<file path="src/touch_ctl_pkg.sv">
// Constants and types of the touch converter control logic
// How it works
// - Serial input is ignored until a high start flag is seen.
// - Three bits after start pick channel; with reference bit set the routing.
// - Resolution bit low gives a 12-bit, high an 8-bit next conversion.
// - Reference bit high is single-ended, low is ratiometric across drivers.
// - Code 001 single-ended: x-plus input, Y drivers on, ground to reference.
// - Code 010 single-ended: first auxiliary input, no drivers, external reference.
// - Code 101 single-ended: y-plus input, X drivers on, ground to reference.
// - Code 110 single-ended: second auxiliary input, no drivers, external reference.
// - Code 001 ratiometric: x-plus input, Y drivers on, reference y-plus/y-minus.
// - Code 101 ratiometric: y-plus input, X drivers on, reference x-plus/x-minus.
// - Code 110 ratiometric measures nothing and returns a fixed identity word.
// - Tracking starts on fifth serial clock falling edge after start flag.
// - Acquisition lasts three serial clock cycles; host slows clock if needed.
// - Single-ended mode, unless both power bits are high, switches drivers off once acquisition ends.
// - Ratiometric mode keeps drivers on through acquisition and conversion.
// - Power bits both high keep drivers on and never power down.
// - Fifteen-clock overlapped mode keeps drivers on until told otherwise.
// - Word order: start, three channel bits, mode, reference, power high, low.
// - Control bits taken on first eight rising edges, only after start.
// - After reset the low power bit is 0, the high one 1.
// - New word may start every 15th clock in 12-bit, 11th in 8-bit.
package touch_ctl_pkg;
  localparam int         CW_BITS        = 8;
  localparam int         START_POS      = 7;
  localparam int         CHAN_HI_POS    = 6;
  localparam int         CHAN_MID_POS   = 5;
  localparam int         MODE_POS       = 3;
  localparam int         SER_POS        = 2;
  localparam int         PD_HI_POS      = 1;
  localparam int         PD_LO_POS      = 0;
  localparam logic [7:0] CW_RESET       = 8'h02;
  localparam logic [1:0] PD_RESET       = 2'h2;
  localparam logic [1:0] PD_NO_DOWN     = 2'h3;
  // Serial clock edge numbers counted from the start flag edge
  localparam logic [4:0] RISE_START     = 5'h01;
  localparam logic [4:0] RISE_FIRST_BIT = 5'h02;
  localparam logic [4:0] RISE_CHAN_DONE = 5'h04;
  localparam logic [4:0] RISE_MODE      = 5'h05;
  localparam logic [4:0] RISE_SER       = 5'h06;
  localparam logic [4:0] RISE_LAST_BIT  = 5'h08;
  localparam logic [4:0] FALL_POWER_UP  = 5'h04;
  localparam logic [4:0] FALL_TRACK     = 5'h05;
  localparam logic [4:0] FALL_HOLD      = 5'h08;
  localparam logic [4:0] NEXT_WORD_12   = 5'h0F;
  localparam logic [4:0] NEXT_WORD_8    = 5'h0B;
  localparam int         RES_BITS_12    = 12;
  localparam logic [3:0] RES_CNT_12     = 4'hC;
  localparam logic [3:0] RES_CNT_8      = 4'h8;
  localparam logic [2:0] CH_XP          = 3'h1;
  localparam logic [2:0] CH_AUX1        = 3'h2;
  localparam logic [2:0] CH_YP          = 3'h5;
  localparam logic [2:0] CH_AUX2        = 3'h6;

  typedef enum logic [2:0] {
    MUX_NONE = 3'h0,
    MUX_XP   = 3'h1,
    MUX_AUX1 = 3'h2,
    MUX_YP   = 3'h3,
    MUX_AUX2 = 3'h4
  } mux_sel_t;

  typedef enum logic [1:0] {
    REF_NONE = 2'h0,
    REF_EXT  = 2'h1,
    REF_Y    = 2'h2,
    REF_X    = 2'h3
  } ref_sel_t;

  typedef enum logic [1:0] {
    ST_WAIT = 2'b00,
    ST_CTRL = 2'b01,
    ST_CONV = 2'b11
  } state_t;
endpackage : touch_ctl_pkg

</file>
<file path="src/ctrl_bus_if.sv">
// Internal link events and channel decode carrier
`timescale 1ns/1ns
`default_nettype none
interface ctrl_bus_if;
  logic                   rise;
  logic                   fall;
  logic                   cs_act;
  logic                   din;
  logic [2:0]             chan;
  logic                   ser;
  touch_ctl_pkg::mux_sel_t mux;
  logic                   x_drv;
  logic                   y_drv;
  touch_ctl_pkg::ref_sel_t ref_sel;
  logic                   ident;

  modport sync_mp (output rise, fall, cs_act, din);
  modport dec_mp  (input chan, ser,
                   output mux, x_drv, y_drv, ref_sel, ident);
  modport core_mp (input rise, fall, cs_act, din, mux, x_drv, y_drv,
                   ref_sel, ident, output chan, ser);
endinterface : ctrl_bus_if
`default_nettype wire

</file>
<file path="src/link_sync.sv">
// Pin synchronisers and serial clock edge detection
`timescale 1ns/1ns
`default_nettype none
module link_sync (
  input  wire logic        ref_clk_i,
  input  wire logic        rst_i,
  input  wire logic        serial_conversion_clock_i,
  input  wire logic        cs_n_i,
  input  wire logic        din_i,
  ctrl_bus_if.sync_mp      bus
);
  logic [2:0] clk_q;
  logic [1:0] cs_n_q;
  logic [1:0] din_q;

  always_ff @(posedge ref_clk_i) begin
    if (rst_i) begin
      clk_q  <= 3'h0;
      cs_n_q <= 2'h3;
      din_q  <= 2'h0;
    end else begin
      clk_q  <= {clk_q[1:0], serial_conversion_clock_i};
      cs_n_q <= {cs_n_q[0], cs_n_i};
      din_q  <= {din_q[0], din_i};
    end
  end

  // Edges seen only after the second stage
  assign bus.rise   = clk_q[1] & ~clk_q[2];
  assign bus.fall   = ~clk_q[1] & clk_q[2];
  assign bus.cs_act = ~cs_n_q[1];
  assign bus.din    = din_q[1];
endmodule : link_sync
`default_nettype wire

</file>
<file path="src/chan_decode.sv">
// Channel and reference mode routing decode
`timescale 1ns/1ns
`default_nettype none
module chan_decode (
  ctrl_bus_if.dec_mp bus
);
  always_comb begin
    bus.mux     = touch_ctl_pkg::MUX_NONE;
    bus.x_drv   = 1'b0;
    bus.y_drv   = 1'b0;
    bus.ref_sel = touch_ctl_pkg::REF_NONE;
    bus.ident   = 1'b0;
    case ({bus.chan, bus.ser})
      {touch_ctl_pkg::CH_XP, 1'b1}: begin
        bus.mux     = touch_ctl_pkg::MUX_XP;
        bus.y_drv   = 1'b1;
        bus.ref_sel = touch_ctl_pkg::REF_EXT;
      end
      {touch_ctl_pkg::CH_AUX1, 1'b1}: begin
        bus.mux     = touch_ctl_pkg::MUX_AUX1;
        bus.ref_sel = touch_ctl_pkg::REF_EXT;
      end
      {touch_ctl_pkg::CH_YP, 1'b1}: begin
        bus.mux     = touch_ctl_pkg::MUX_YP;
        bus.x_drv   = 1'b1;
        bus.ref_sel = touch_ctl_pkg::REF_EXT;
      end
      {touch_ctl_pkg::CH_AUX2, 1'b1}: begin
        bus.mux     = touch_ctl_pkg::MUX_AUX2;
        bus.ref_sel = touch_ctl_pkg::REF_EXT;
      end
      {touch_ctl_pkg::CH_XP, 1'b0}: begin
        bus.mux     = touch_ctl_pkg::MUX_XP;
        bus.y_drv   = 1'b1;
        bus.ref_sel = touch_ctl_pkg::REF_Y;
      end
      {touch_ctl_pkg::CH_YP, 1'b0}: begin
        bus.mux     = touch_ctl_pkg::MUX_YP;
        bus.x_drv   = 1'b1;
        bus.ref_sel = touch_ctl_pkg::REF_X;
      end
      {touch_ctl_pkg::CH_AUX2, 1'b0}: begin
        bus.ident   = 1'b1;
      end
      default: begin
        bus.mux     = touch_ctl_pkg::MUX_NONE;
      end
    endcase
  end
endmodule : chan_decode
`default_nettype wire

</file>
<file path="src/touch_adc_control_word_decoder.sv">
// Control word capture, routing and conversion sequencing
`timescale 1ns/1ns
`default_nettype none
module touch_adc_control_word_decoder #(
  parameter int          RESULT_W   = 12,
  // Arbitrary value returned for the identity request
  parameter logic [11:0] IDENT_CODE = 12'h5A5
) (
  input  wire logic        ref_clk_i,
  input  wire logic        rst_i,
  input  wire logic        serial_conversion_clock_i,
  input  wire logic        cs_n_i,
  input  wire logic        din_i,
  input  wire logic [11:0] conv_result_i,
  output logic             dout_o,
  output logic             dout_oe_n_o,
  output logic             busy_o,
  output logic             busy_oe_n_o,
  output logic [2:0]       mux_sel_o,
  output logic             x_drv_o,
  output logic             y_drv_o,
  output logic [1:0]       ref_sel_o,
  output logic             track_o,
  output logic             res8_o,
  output logic             adc_powered_o,
  output logic [7:0]       control_word_o
);
  generate
    if (RESULT_W != touch_ctl_pkg::RES_BITS_12) begin : g_bad_width
      $error("Result width must be twelve bits");
    end
  endgenerate

  ctrl_bus_if bus ();

  link_sync u_sync (
    .ref_clk_i                 (ref_clk_i),
    .rst_i                     (rst_i),
    .serial_conversion_clock_i (serial_conversion_clock_i),
    .cs_n_i                    (cs_n_i),
    .din_i                     (din_i),
    .bus                       (bus.sync_mp)
  );

  chan_decode u_dec (
    .bus (bus.dec_mp)
  );

  touch_ctl_pkg::state_t state_reg;
  logic [4:0]            cyc_reg;
  logic [4:0]            cyc_next;
  logic [7:0]            conversion_control_word_reg;
  logic [2:0]            chan_reg;
  logic                  ser_reg;
  logic                  res8_reg;
  logic [1:0]            pd_reg;
  logic                  drv_on_reg;
  logic [11:0]           sr_reg;
  logic [3:0]            sr_cnt_reg;
  logic                  conv_end;
  logic                  hold_evt;
  logic                  abort;

  // Bit position in the word for a given rising edge number
  function automatic logic [2:0] bit_index(input logic [4:0] edge_no);
    logic [4:0] pos;
    pos = 5'(touch_ctl_pkg::CW_BITS) - edge_no;
    return pos[2:0];
  endfunction : bit_index

  // Rising edge count after which the next start flag may be heard
  function automatic logic [4:0] next_word_at(input logic res8);
    return res8 ? touch_ctl_pkg::NEXT_WORD_8
                : touch_ctl_pkg::NEXT_WORD_12;
  endfunction : next_word_at

  assign cyc_next = cyc_reg + 5'h01;
  assign abort    = ~bus.cs_act;
  assign hold_evt = bus.fall && state_reg == touch_ctl_pkg::ST_CTRL
                    && cyc_reg == touch_ctl_pkg::FALL_HOLD;
  assign conv_end = bus.fall && !hold_evt && sr_cnt_reg == 4'h1;
  assign bus.chan = chan_reg;
  assign bus.ser  = ser_reg;

  // Word framing and edge counting
  always_ff @(posedge ref_clk_i) begin
    if (rst_i || abort) begin
      state_reg <= touch_ctl_pkg::ST_WAIT;
      cyc_reg   <= 5'h00;
    end else if (bus.rise) begin
      case (state_reg)
        touch_ctl_pkg::ST_WAIT: begin
          if (bus.din) begin
            state_reg <= touch_ctl_pkg::ST_CTRL;
            cyc_reg   <= touch_ctl_pkg::RISE_START;
          end
        end
        touch_ctl_pkg::ST_CTRL: begin
          cyc_reg <= cyc_next;
        end
        touch_ctl_pkg::ST_CONV: begin
          cyc_reg <= cyc_next;
          if (cyc_next == next_word_at(res8_reg)) begin
            state_reg <= touch_ctl_pkg::ST_WAIT;
          end
        end
        default: begin
          state_reg <= touch_ctl_pkg::ST_WAIT;
        end
      endcase
    end else if (hold_evt) begin
      state_reg <= touch_ctl_pkg::ST_CONV;
    end
  end

  // Control word shifted in one bit per rising edge
  always_ff @(posedge ref_clk_i) begin
    if (rst_i) begin
      conversion_control_word_reg <= touch_ctl_pkg::CW_RESET;
    end else if (bus.rise && !abort) begin
      if (state_reg == touch_ctl_pkg::ST_WAIT && bus.din) begin
        conversion_control_word_reg[touch_ctl_pkg::START_POS] <= 1'b1;
      end else if (state_reg == touch_ctl_pkg::ST_CTRL
                   && cyc_next >= touch_ctl_pkg::RISE_FIRST_BIT
                   && cyc_next <= touch_ctl_pkg::RISE_LAST_BIT) begin
        // MSB first: channel, mode, reference, power high, power low
        conversion_control_word_reg[bit_index(cyc_next)] <= bus.din;
      end
    end
  end

  // Fields applied as soon as each one is complete
  always_ff @(posedge ref_clk_i) begin
    if (rst_i) begin
      chan_reg <= 3'h0;
      ser_reg  <= 1'b0;
      res8_reg <= 1'b0;
    end else if (bus.rise && !abort
                 && state_reg == touch_ctl_pkg::ST_CTRL) begin
      if (cyc_next == touch_ctl_pkg::RISE_CHAN_DONE) begin
        chan_reg <= {
          conversion_control_word_reg[touch_ctl_pkg::CHAN_HI_POS],
          conversion_control_word_reg[touch_ctl_pkg::CHAN_MID_POS],
          bus.din};
      end
      if (cyc_next == touch_ctl_pkg::RISE_MODE) begin
        res8_reg <= bus.din;
      end
      if (cyc_next == touch_ctl_pkg::RISE_SER) begin
        ser_reg <= bus.din;
      end
    end
  end

  // Power bits take effect when the word completes
  always_ff @(posedge ref_clk_i) begin
    if (rst_i) begin
      pd_reg <= touch_ctl_pkg::PD_RESET;
    end else if (hold_evt) begin
      pd_reg <= conversion_control_word_reg[touch_ctl_pkg::PD_HI_POS:
                                            touch_ctl_pkg::PD_LO_POS];
    end
  end

  // Track window: fifth falling edge to the hold edge
  always_ff @(posedge ref_clk_i) begin
    if (rst_i || abort) begin
      track_o <= 1'b0;
    end else if (bus.fall && state_reg == touch_ctl_pkg::ST_CTRL) begin
      if (cyc_reg == touch_ctl_pkg::FALL_TRACK) begin
        track_o <= 1'b1;
      end else if (cyc_reg == touch_ctl_pkg::FALL_HOLD) begin
        track_o <= 1'b0;
      end
    end
  end

  // Panel driver enable
  always_ff @(posedge ref_clk_i) begin
    if (rst_i) begin
      drv_on_reg <= 1'b0;
    end else if (abort) begin
      if (pd_reg != touch_ctl_pkg::PD_NO_DOWN) begin
        drv_on_reg <= 1'b0;
      end
    end else if (bus.fall && state_reg == touch_ctl_pkg::ST_CTRL
                 && cyc_reg == touch_ctl_pkg::FALL_TRACK) begin
      drv_on_reg <= 1'b1;
    end else if (hold_evt) begin
      // Single-ended may drop the panel once sampled
      if (ser_reg && conversion_control_word_reg[touch_ctl_pkg::PD_HI_POS:
          touch_ctl_pkg::PD_LO_POS] != touch_ctl_pkg::PD_NO_DOWN) begin
        drv_on_reg <= 1'b0;
      end
    end else if (conv_end) begin
      // Ratiometric keeps the panel on until the last result bit
      if (pd_reg != touch_ctl_pkg::PD_NO_DOWN
          && state_reg != touch_ctl_pkg::ST_CTRL) begin
        drv_on_reg <= 1'b0;
      end
    end
  end

  // Converter power
  always_ff @(posedge ref_clk_i) begin
    if (rst_i) begin
      adc_powered_o <= 1'b1;
    end else if (bus.fall && state_reg == touch_ctl_pkg::ST_CTRL
                 && cyc_reg == touch_ctl_pkg::FALL_POWER_UP) begin
      adc_powered_o <= 1'b1;
    end else if (conv_end && !pd_reg[1]) begin
      adc_powered_o <= 1'b0;
    end
  end

  // Busy pulse: hold edge to the next falling edge
  always_ff @(posedge ref_clk_i) begin
    if (rst_i || abort) begin
      busy_o <= 1'b0;
    end else if (hold_evt) begin
      busy_o <= 1'b1;
    end else if (bus.fall) begin
      busy_o <= 1'b0;
    end
  end

  // Result shifter, MSB first on falling edges
  always_ff @(posedge ref_clk_i) begin
    if (rst_i || abort) begin
      sr_reg     <= 12'h000;
      sr_cnt_reg <= 4'h0;
      dout_o     <= 1'b0;
    end else if (hold_evt) begin
      if (bus.ident) begin
        sr_reg <= IDENT_CODE;
      end else begin
        sr_reg <= conv_result_i;
      end
      sr_cnt_reg <= res8_reg ? touch_ctl_pkg::RES_CNT_8
                             : touch_ctl_pkg::RES_CNT_12;
      dout_o     <= 1'b0;
    end else if (bus.fall) begin
      if (sr_cnt_reg != 4'h0) begin
        dout_o     <= sr_reg[11];
        sr_reg     <= {sr_reg[10:0], 1'b0};
        sr_cnt_reg <= sr_cnt_reg - 4'h1;
      end else begin
        dout_o <= 1'b0;
      end
    end
  end

  // Routing outputs follow the decoded fields
  always_ff @(posedge ref_clk_i) begin
    if (rst_i) begin
      mux_sel_o <= touch_ctl_pkg::MUX_NONE;
      ref_sel_o <= touch_ctl_pkg::REF_NONE;
      x_drv_o   <= 1'b0;
      y_drv_o   <= 1'b0;
    end else begin
      mux_sel_o <= bus.mux;
      ref_sel_o <= bus.ref_sel;
      x_drv_o   <= drv_on_reg & bus.x_drv;
      y_drv_o   <= drv_on_reg & bus.y_drv;
    end
  end

  // Three-state control and status mirrors
  always_ff @(posedge ref_clk_i) begin
    if (rst_i) begin
      dout_oe_n_o    <= 1'b1;
      busy_oe_n_o    <= 1'b1;
      res8_o         <= 1'b0;
      control_word_o <= touch_ctl_pkg::CW_RESET;
    end else begin
      dout_oe_n_o    <= abort;
      busy_oe_n_o    <= abort;
      res8_o         <= res8_reg;
      control_word_o <= conversion_control_word_reg;
    end
  end
endmodule : touch_adc_control_word_decoder
`default_nettype wire

</file>
<file path="config.mk">
export PLATFORM = sky130hd
export DESIGN_NAME = touch_adc_control_word_decoder
export DESIGN_NICKNAME = d
export VERILOG_FILES = /design/src/touch_ctl_pkg.sv /design/src/ctrl_bus_if.sv /design/src/link_sync.sv /design/src/chan_decode.sv /design/src/touch_adc_control_word_decoder.sv
export SDC_FILE = /design/constraint.sdc
export NUM_CORES = 1
export LEC_CHECK = 0
export BUFFER_PORTS_ARGS = -buffer_cell sky130_fd_sc_hd__buf_2
export CORE_MARGIN = 2
export CORE_UTILIZATION = 55
export CTS_CLUSTER_SIZE = 25
export DETAILED_ROUTE_END_ITERATION = 8
export PLACE_DENSITY = 0.76
export SLEW_MARGIN = 40
export SYNTH_ARGS = -nofsm -noshare
export SYNTH_HDL_FRONTEND = slang
export SYNTH_SLANG_ARGS = --single-unit
</file>
<file path="constraint.sdc">
create_clock -name ref_clk_i -period 4.3 [get_ports ref_clk_i]
set_clock_uncertainty 0.1 [all_clocks]
set_input_delay 0.43 -clock ref_clk_i [delete_from_list [all_inputs] [get_ports ref_clk_i]]
set_output_delay 0.43 -clock ref_clk_i [all_outputs]
set_load 0.05 [all_outputs]
</file>
== Yosys cells after proc, flatten, opt, wreduce, memory -nomap -nowiden ==
Cells that the tools add are included.
Widths: inputs -> output; s select.

* Bits in registers: 67
* Bits of input ports: 17
* Output and inout port bits: 22
* Word-level logic and storage cells: 148

* Add/sub/neg operators: 3
* Magnitude comparators: 4
* Equality and inequality tests: 26
* Multiplexer cells: 38
* Bitwise gates (word level): 8
* Reductions and logical operators: 44

{| class="wikitable"
|+ Operators by type and width
! operator !! number
|-
| $mux 12 || 4
|-
| $eq 5x3->1 const B || 5
|-
| $mux 1 || 17
|-
| $eq 4x4->1 const B || 4
|-
| $logic_and 1x1->1 || 15
|-
| $mux 4 || 3
|-
| $pmux 2 s3 || 2
|-
| $pmux 3 s4 || 1
|-
| $reduce_and 2->1 || 6
|-
| $reduce_bool 2->1 || 6
|-
| $reduce_bool 4->1 || 3
|-
| $pmux 5 s2 || 1
|-
| $reduce_or 2->1 || 5
|-
| $bwmux 8 || 1
|-
| $eq 4x2->1 const B || 2
|-
| $mux 2 || 4
|-
| $mux 8 || 1
|-
| $ne 2x2->1 const B || 4
|-
| $reduce_and 4->1 || 2
|-
| $mux 3 || 2
|-
| $reduce_and 3->1 || 2
|-
| $add 5x1->5 const B || 1
|-
| $eq 5x4->1 || 1
|-
| $eq 5x4->1 const B || 1
|-
| other kinds (22) || 30
|}

== Logic depth before layout (Yosys ltp) ==
* Word-level depth: 11
* Depth in mapped cells: 8
* Gate-level depth less buffers: 7

== Hierarchy ==
Synthesis repeated with hierarchy kept, for this count alone.

* Cell total of the unflattened synthesis: 343
* Area total of the unflattened synthesis: 3120.5 um^2

{| class="wikitable"
|+ Modules (own cells, without submodules)
! module !! times used !! cells each !! area each (um^2) !! sequential area each (um^2)
|-
| touch_adc_control_word_decoder || 1 || 314 || 2830.2 || 1201.2
|-
| link_sync || 1 || 17 || 200.2 || 140.1
|-
| chan_decode || 1 || 12 || 90.1 || 0.0
|}

== Least setup slack after synthesis ==
Ideal clock, no wire load.

* Path kind: register -> register
* From: register cyc_reg[0]
* To: register conversion_control_word_reg[7]
* Setup time: 0.120 ns
* Arrival: 2.250 ns
* Data required time: 4.080 ns
* Path slack: 1.830 ns
* Stages on the path, launching flop included: 9
* Path buffers: 1
* Period minus slack after synthesis: 2.470 ns
* Path through: dfxtp_1 -> buf_4 -> inv_1 -> ha_1 -> o21ba_1 -> a311oi_2 -> nor2_2 -> or4_1 -> a211o_1

* Word-level cells in the longest chain between the ends: 9
* Elaborated cells on any way between the ends: 16
* Classes of those cells: add/sub: 2; order compare: 4; mux: 5; reduce/logical: 5

{| class="wikitable"
|+ RTL lines
! item !! line !! RTL
|-
| start: declaration || touch_adc_control_word_decoder.sv:50 || <nowiki>logic [4:0] cyc_reg;</nowiki>
|-
| start signal: assignment || touch_adc_control_word_decoder.sv:95 || <nowiki>cyc_reg <= touch_ctl_pkg::RISE_START;</nowiki>
|-
| start signal: assignment || touch_adc_control_word_decoder.sv:99 || <nowiki>cyc_reg <= cyc_next;</nowiki>
|-
| start signal: assignment || touch_adc_control_word_decoder.sv:102 || <nowiki>cyc_reg <= cyc_next;</nowiki>
|-
| $add 5x1->5 (*) || touch_adc_control_word_decoder.sv:77 || <nowiki>assign cyc_next = cyc_reg + 5'h01;</nowiki>
|-
| $sub 1x3->3 || touch_adc_control_word_decoder.sv:67 || <nowiki>pos = 5'(touch_ctl_pkg::CW_BITS) - edge_no;</nowiki>
|-
| $lt 3x4->1 (implied by the code) / $ge 3x1->1 (equally long branches) || touch_adc_control_word_decoder.sv:127 || <nowiki>conversion_control_word_reg[bit_index(cyc_next)] <= bus.din;</nowiki>
|-
| $logic_and 1x1->1 (implied by the code) || touch_adc_control_word_decoder.sv:127 ||
|-
| $mux 1 (implied by the code) || touch_adc_control_word_decoder.sv:127 ||
|-
| $demux 1 s3 || touch_adc_control_word_decoder.sv:127 ||
|-
| $bwmux 8 || touch_adc_control_word_decoder.sv:127 ||
|-
| $mux 8 || touch_adc_control_word_decoder.sv:123 || <nowiki>end else if (state_reg == touch_ctl_pkg::ST_CTRL</nowiki>
|-
| $mux 1 || touch_adc_control_word_decoder.sv:121 || <nowiki>if (state_reg == touch_ctl_pkg::ST_WAIT && bus.din) begin</nowiki>
|-
| end signal: assignment || touch_adc_control_word_decoder.sv:119 || <nowiki>conversion_control_word_reg <= touch_ctl_pkg::CW_RESET;</nowiki>
|-
| end signal: indexed assignment || touch_adc_control_word_decoder.sv:127 ||
|-
| end: declaration || touch_adc_control_word_decoder.sv:52 || <nowiki>logic [7:0] conversion_control_word_reg;</nowiki>
|}

Mark *: on every way between the ends. The rest lies on a longest branch, timed or not. The select of a mux whose other input is x is not followed.
A chain may end at the register's enable or synchronous reset.

== Final worst setup path ==
Same ends and word-level chain as after synthesis.

==> summary.txt <==
Num ports: 39
DR vias: 2,459
Via-to-Cell Ratio: 5.601
Setup bufs post-CTS: 0
Synth Warn #: 0
Initial antenna violation count: 0
H-tree level count: 3
Largest net degree at the start of global routing: 34
Hold slack: 0.1825 ns
Final instance area: 3373 µm²
Post-DR wirelength/cell: 13.94 µm
Hold buffers post-CTS: 0
CP peak stage delay: 0.54 ns
Slew margin rel.: 51.97%
CP endpoint kind: register
Vias in the first global route: 2,091
Iteration count of the initial detailed-routing pass: 4
RR Endpoint: conversion_control_word_reg[7]
Syn Nets: 360
Setup CP Type: reg -> reg
Post-synthesis cell area: 2973 µm²
Critical path's slowest cell: dfxtp_1
Clock-pin transition on the worst setup and hold timing paths: 0.07 ns
Hold depth: 2
Most frequent cells in the layout: 67 x dfxtp_1, 38 x buf_2, 35 x nand2_1
HPWL after detailed placement: 4173 µm
Fin. Hold Viols: 0
Worst setup path start: cyc_reg[0]
Fmax achieved: 361.9 MHz
Core Rows: 26
Clock period minus worst slack: 2.763 ns
Total CTS buffers: 9
Post-place instance area: 3143 µm²
Hold Crit Class: in -> reg
Cell area power density: 364.0 nW/µm²
Max-Cap Viols: 0
Leak Pwr: 1.312 nW
Initial cell density of the core: 57.47%
Die span in y: 77.52 µm
Global Route Usage Sum: 20.81%
IO Port Bufs: 38
WL final: 6121 µm
Final setup fails: 0
Worst reg2reg startpoint: cyc_reg[0]
Clock sink count: 67
Grt ovf: 0
Reg2reg path depth: 7
Post-synthesis sequential area ratio: 45.12%
Worst EP required: 4.42 ns
Post-synth ARST share: 0%
Final #Nets: 387
Die Area: 6009 µm²
CP Launch Type: register
Diodes inserted: 0
First-pass GRT wire length: 9873 µm
Unique masters post-synth: 54
Most common cell after layout, fill and taps aside: dfxtp_1
Max Root-Sink Buffers: 2
Synth-to-layout area growth: 13.47%
Post-synth EDFFs: 0
R2R Setup Slk: 1.54 ns
Synth Register Bits: 67
Share of layout cells above drive strength 1: 19.24%
Total power: 1.228 mW
Synth top area share: 45.12%
Post-Synthesis Cells: 337
Pre-CTS setup slack: 1.573 ns
Core ar.: 5172 µm²
Fin worst setup slack: 1.537 ns
Antenna Nets Post-Route: 0
Critical Path AT: 2.89 ns
Hold Startpoint: cs_n_i
Die width: 77.52 µm
RSZ-0062 raised after global routing: no
Iter 0 DRT Violations: 166
Setup_tns: 0 ns
TritonCTS clock tree: done
Post-Syn Area per Cell: 8.822 µm²
Status: completed
Synth area leader: dfxtp_1
Final worst-path cycle share: 64.26%
Most common flop cell mapped by yosys: dfxtp_1
Critical path peak fanout: 12
WHS Endpoint: u_sync.cs_n_q[0]
Final Max Tran Viols: 0
Post_cts resized: 0
Crit-path cells: inv_1 -> ha_1 -> o21ba_1 -> a311oi_2 -> nor2_2 -> or4_1 -> a211o_1
Clock tree root driver cell: clkbuf_8
Top post-synthesis cells by area: dfxtp_1 45%, nand2_1 4.4%, a21oi_1 3.4%
RD Place Congestion: 0.8870
Worst-Skew Late Latency: 0.34 ns
Worst vdd ir: 0.3229 mV
Drt drc: 0
Worst slew pin tran: 0.7161 ns
==> kinds of logic (layout without fill, tap and decap cells) <==
group	Yosys count	in the layout	share of synthesized area [%]
xor gates and xnor gates	7	7	2.315
buffers and inverters	34	66	5.261
AOI/OAI and AO/OA	59	59	13.43
muxes	15	15	5.303
and+or+nand+nor	149	149	26.05
adders and majority gates	6	6	2.525
DFF	67	67	45.12
==> where the power goes <==
| part | total, mW | internal (mW) | switching [mW] |
|---|---|---|---|
| combinational | 0.0233 | 0.00973 | 0.0136 |
| clock | 0.579 | 0.342 | 0.237 |
| sequential | 0.625 | 0.623 | 0.00180 |
==> metrics by stage <==
stage | instances | util, %
CTS | 439 | 65.14
global placement | 423 | 60.76
detailed placement | 423 | 60.76
finish | 439 | 65.22
floorplan | 337 | -
global route | 439 | 65.22
==> final cells by class <==
cell class,count,area (µm²)
Fill cell,437,1799
Multi-Input combinational cell,236,1479
Sequential cell,67,1341
Timing Repair Buffer,39,197.7
Clock buffer,10,137.6
Clock inverter,6,88.84
Tap cell,70,87.58
Inverter,11,41.29
==> worst max-delay path, delay by kind of cell (launching register included) <==
family / cells / cell delay [ns]
compound gates: 3 / 0.78
simple gates: 2 / 0.62
flops: 1 / 0.54
fa+ha+maj: 1 / 0.38
buf+inv: 1 / 0.24
==> worst max-delay path by stage <==
stage | to | slack (ns) | depth (start not counted)
floorplan | conversion_control_word_reg[7] | 1.83 | 8
global placement | conversion_control_word_reg[7] | 1.59 | 7
detailed placement | conversion_control_word_reg[7] | 1.57 | 7
CTS | conversion_control_word_reg[7] | 1.54 | 7
global route | conversion_control_word_reg[7] | 1.31 | 7
finish | conversion_control_word_reg[7] | 1.54 | 7
==> metal layers <==
layer / vias up / share of wire, % / track usage (%)
met3: 5 / 4.5 / 6.977
met4: 0 / 0.96 / 5.893
met1: 1154 / 50 / 28.62
li1: 1234 / - / -
met5: - / 0 / 0
met2: 66 / 45 / 31.22
==> synth_stat cells, types with 2 or more instances <==
| cell type | count |
|---|---|
| nand3b_1 | 3 |
| nor2_2 | 2 |
| nor3_1 | 17 |
| or3_1 | 3 |
| clkbuf_1 | 12 |
| buf_2 | 4 |
| nand4_1 | 8 |
| nand2_1 | 35 |
| a311oi_1 | 5 |
| a22oi_1 | 3 |
| nor2_1 | 21 |
| a211oi_1 | 3 |
| dfxtp_1 | 67 |
| o2111ai_1 | 3 |
| xor2_1 | 3 |
| nor4_1 | 8 |
| ha_1 | 6 |
| a21o_1 | 4 |
| nor2b_1 | 16 |
| mux2_2 | 6 |
| o21ai_0 | 9 |
| nand2b_1 | 11 |
| inv_1 | 10 |
| buf_4 | 4 |
| and2_1 | 2 |
| and3_1 | 2 |
| nand3_1 | 11 |
| mux2i_1 | 9 |
| a21oi_1 | 20 |
| xnor2_1 | 3 |
| or2_2 | 4 |
Power figures use the tool's default switching activity.
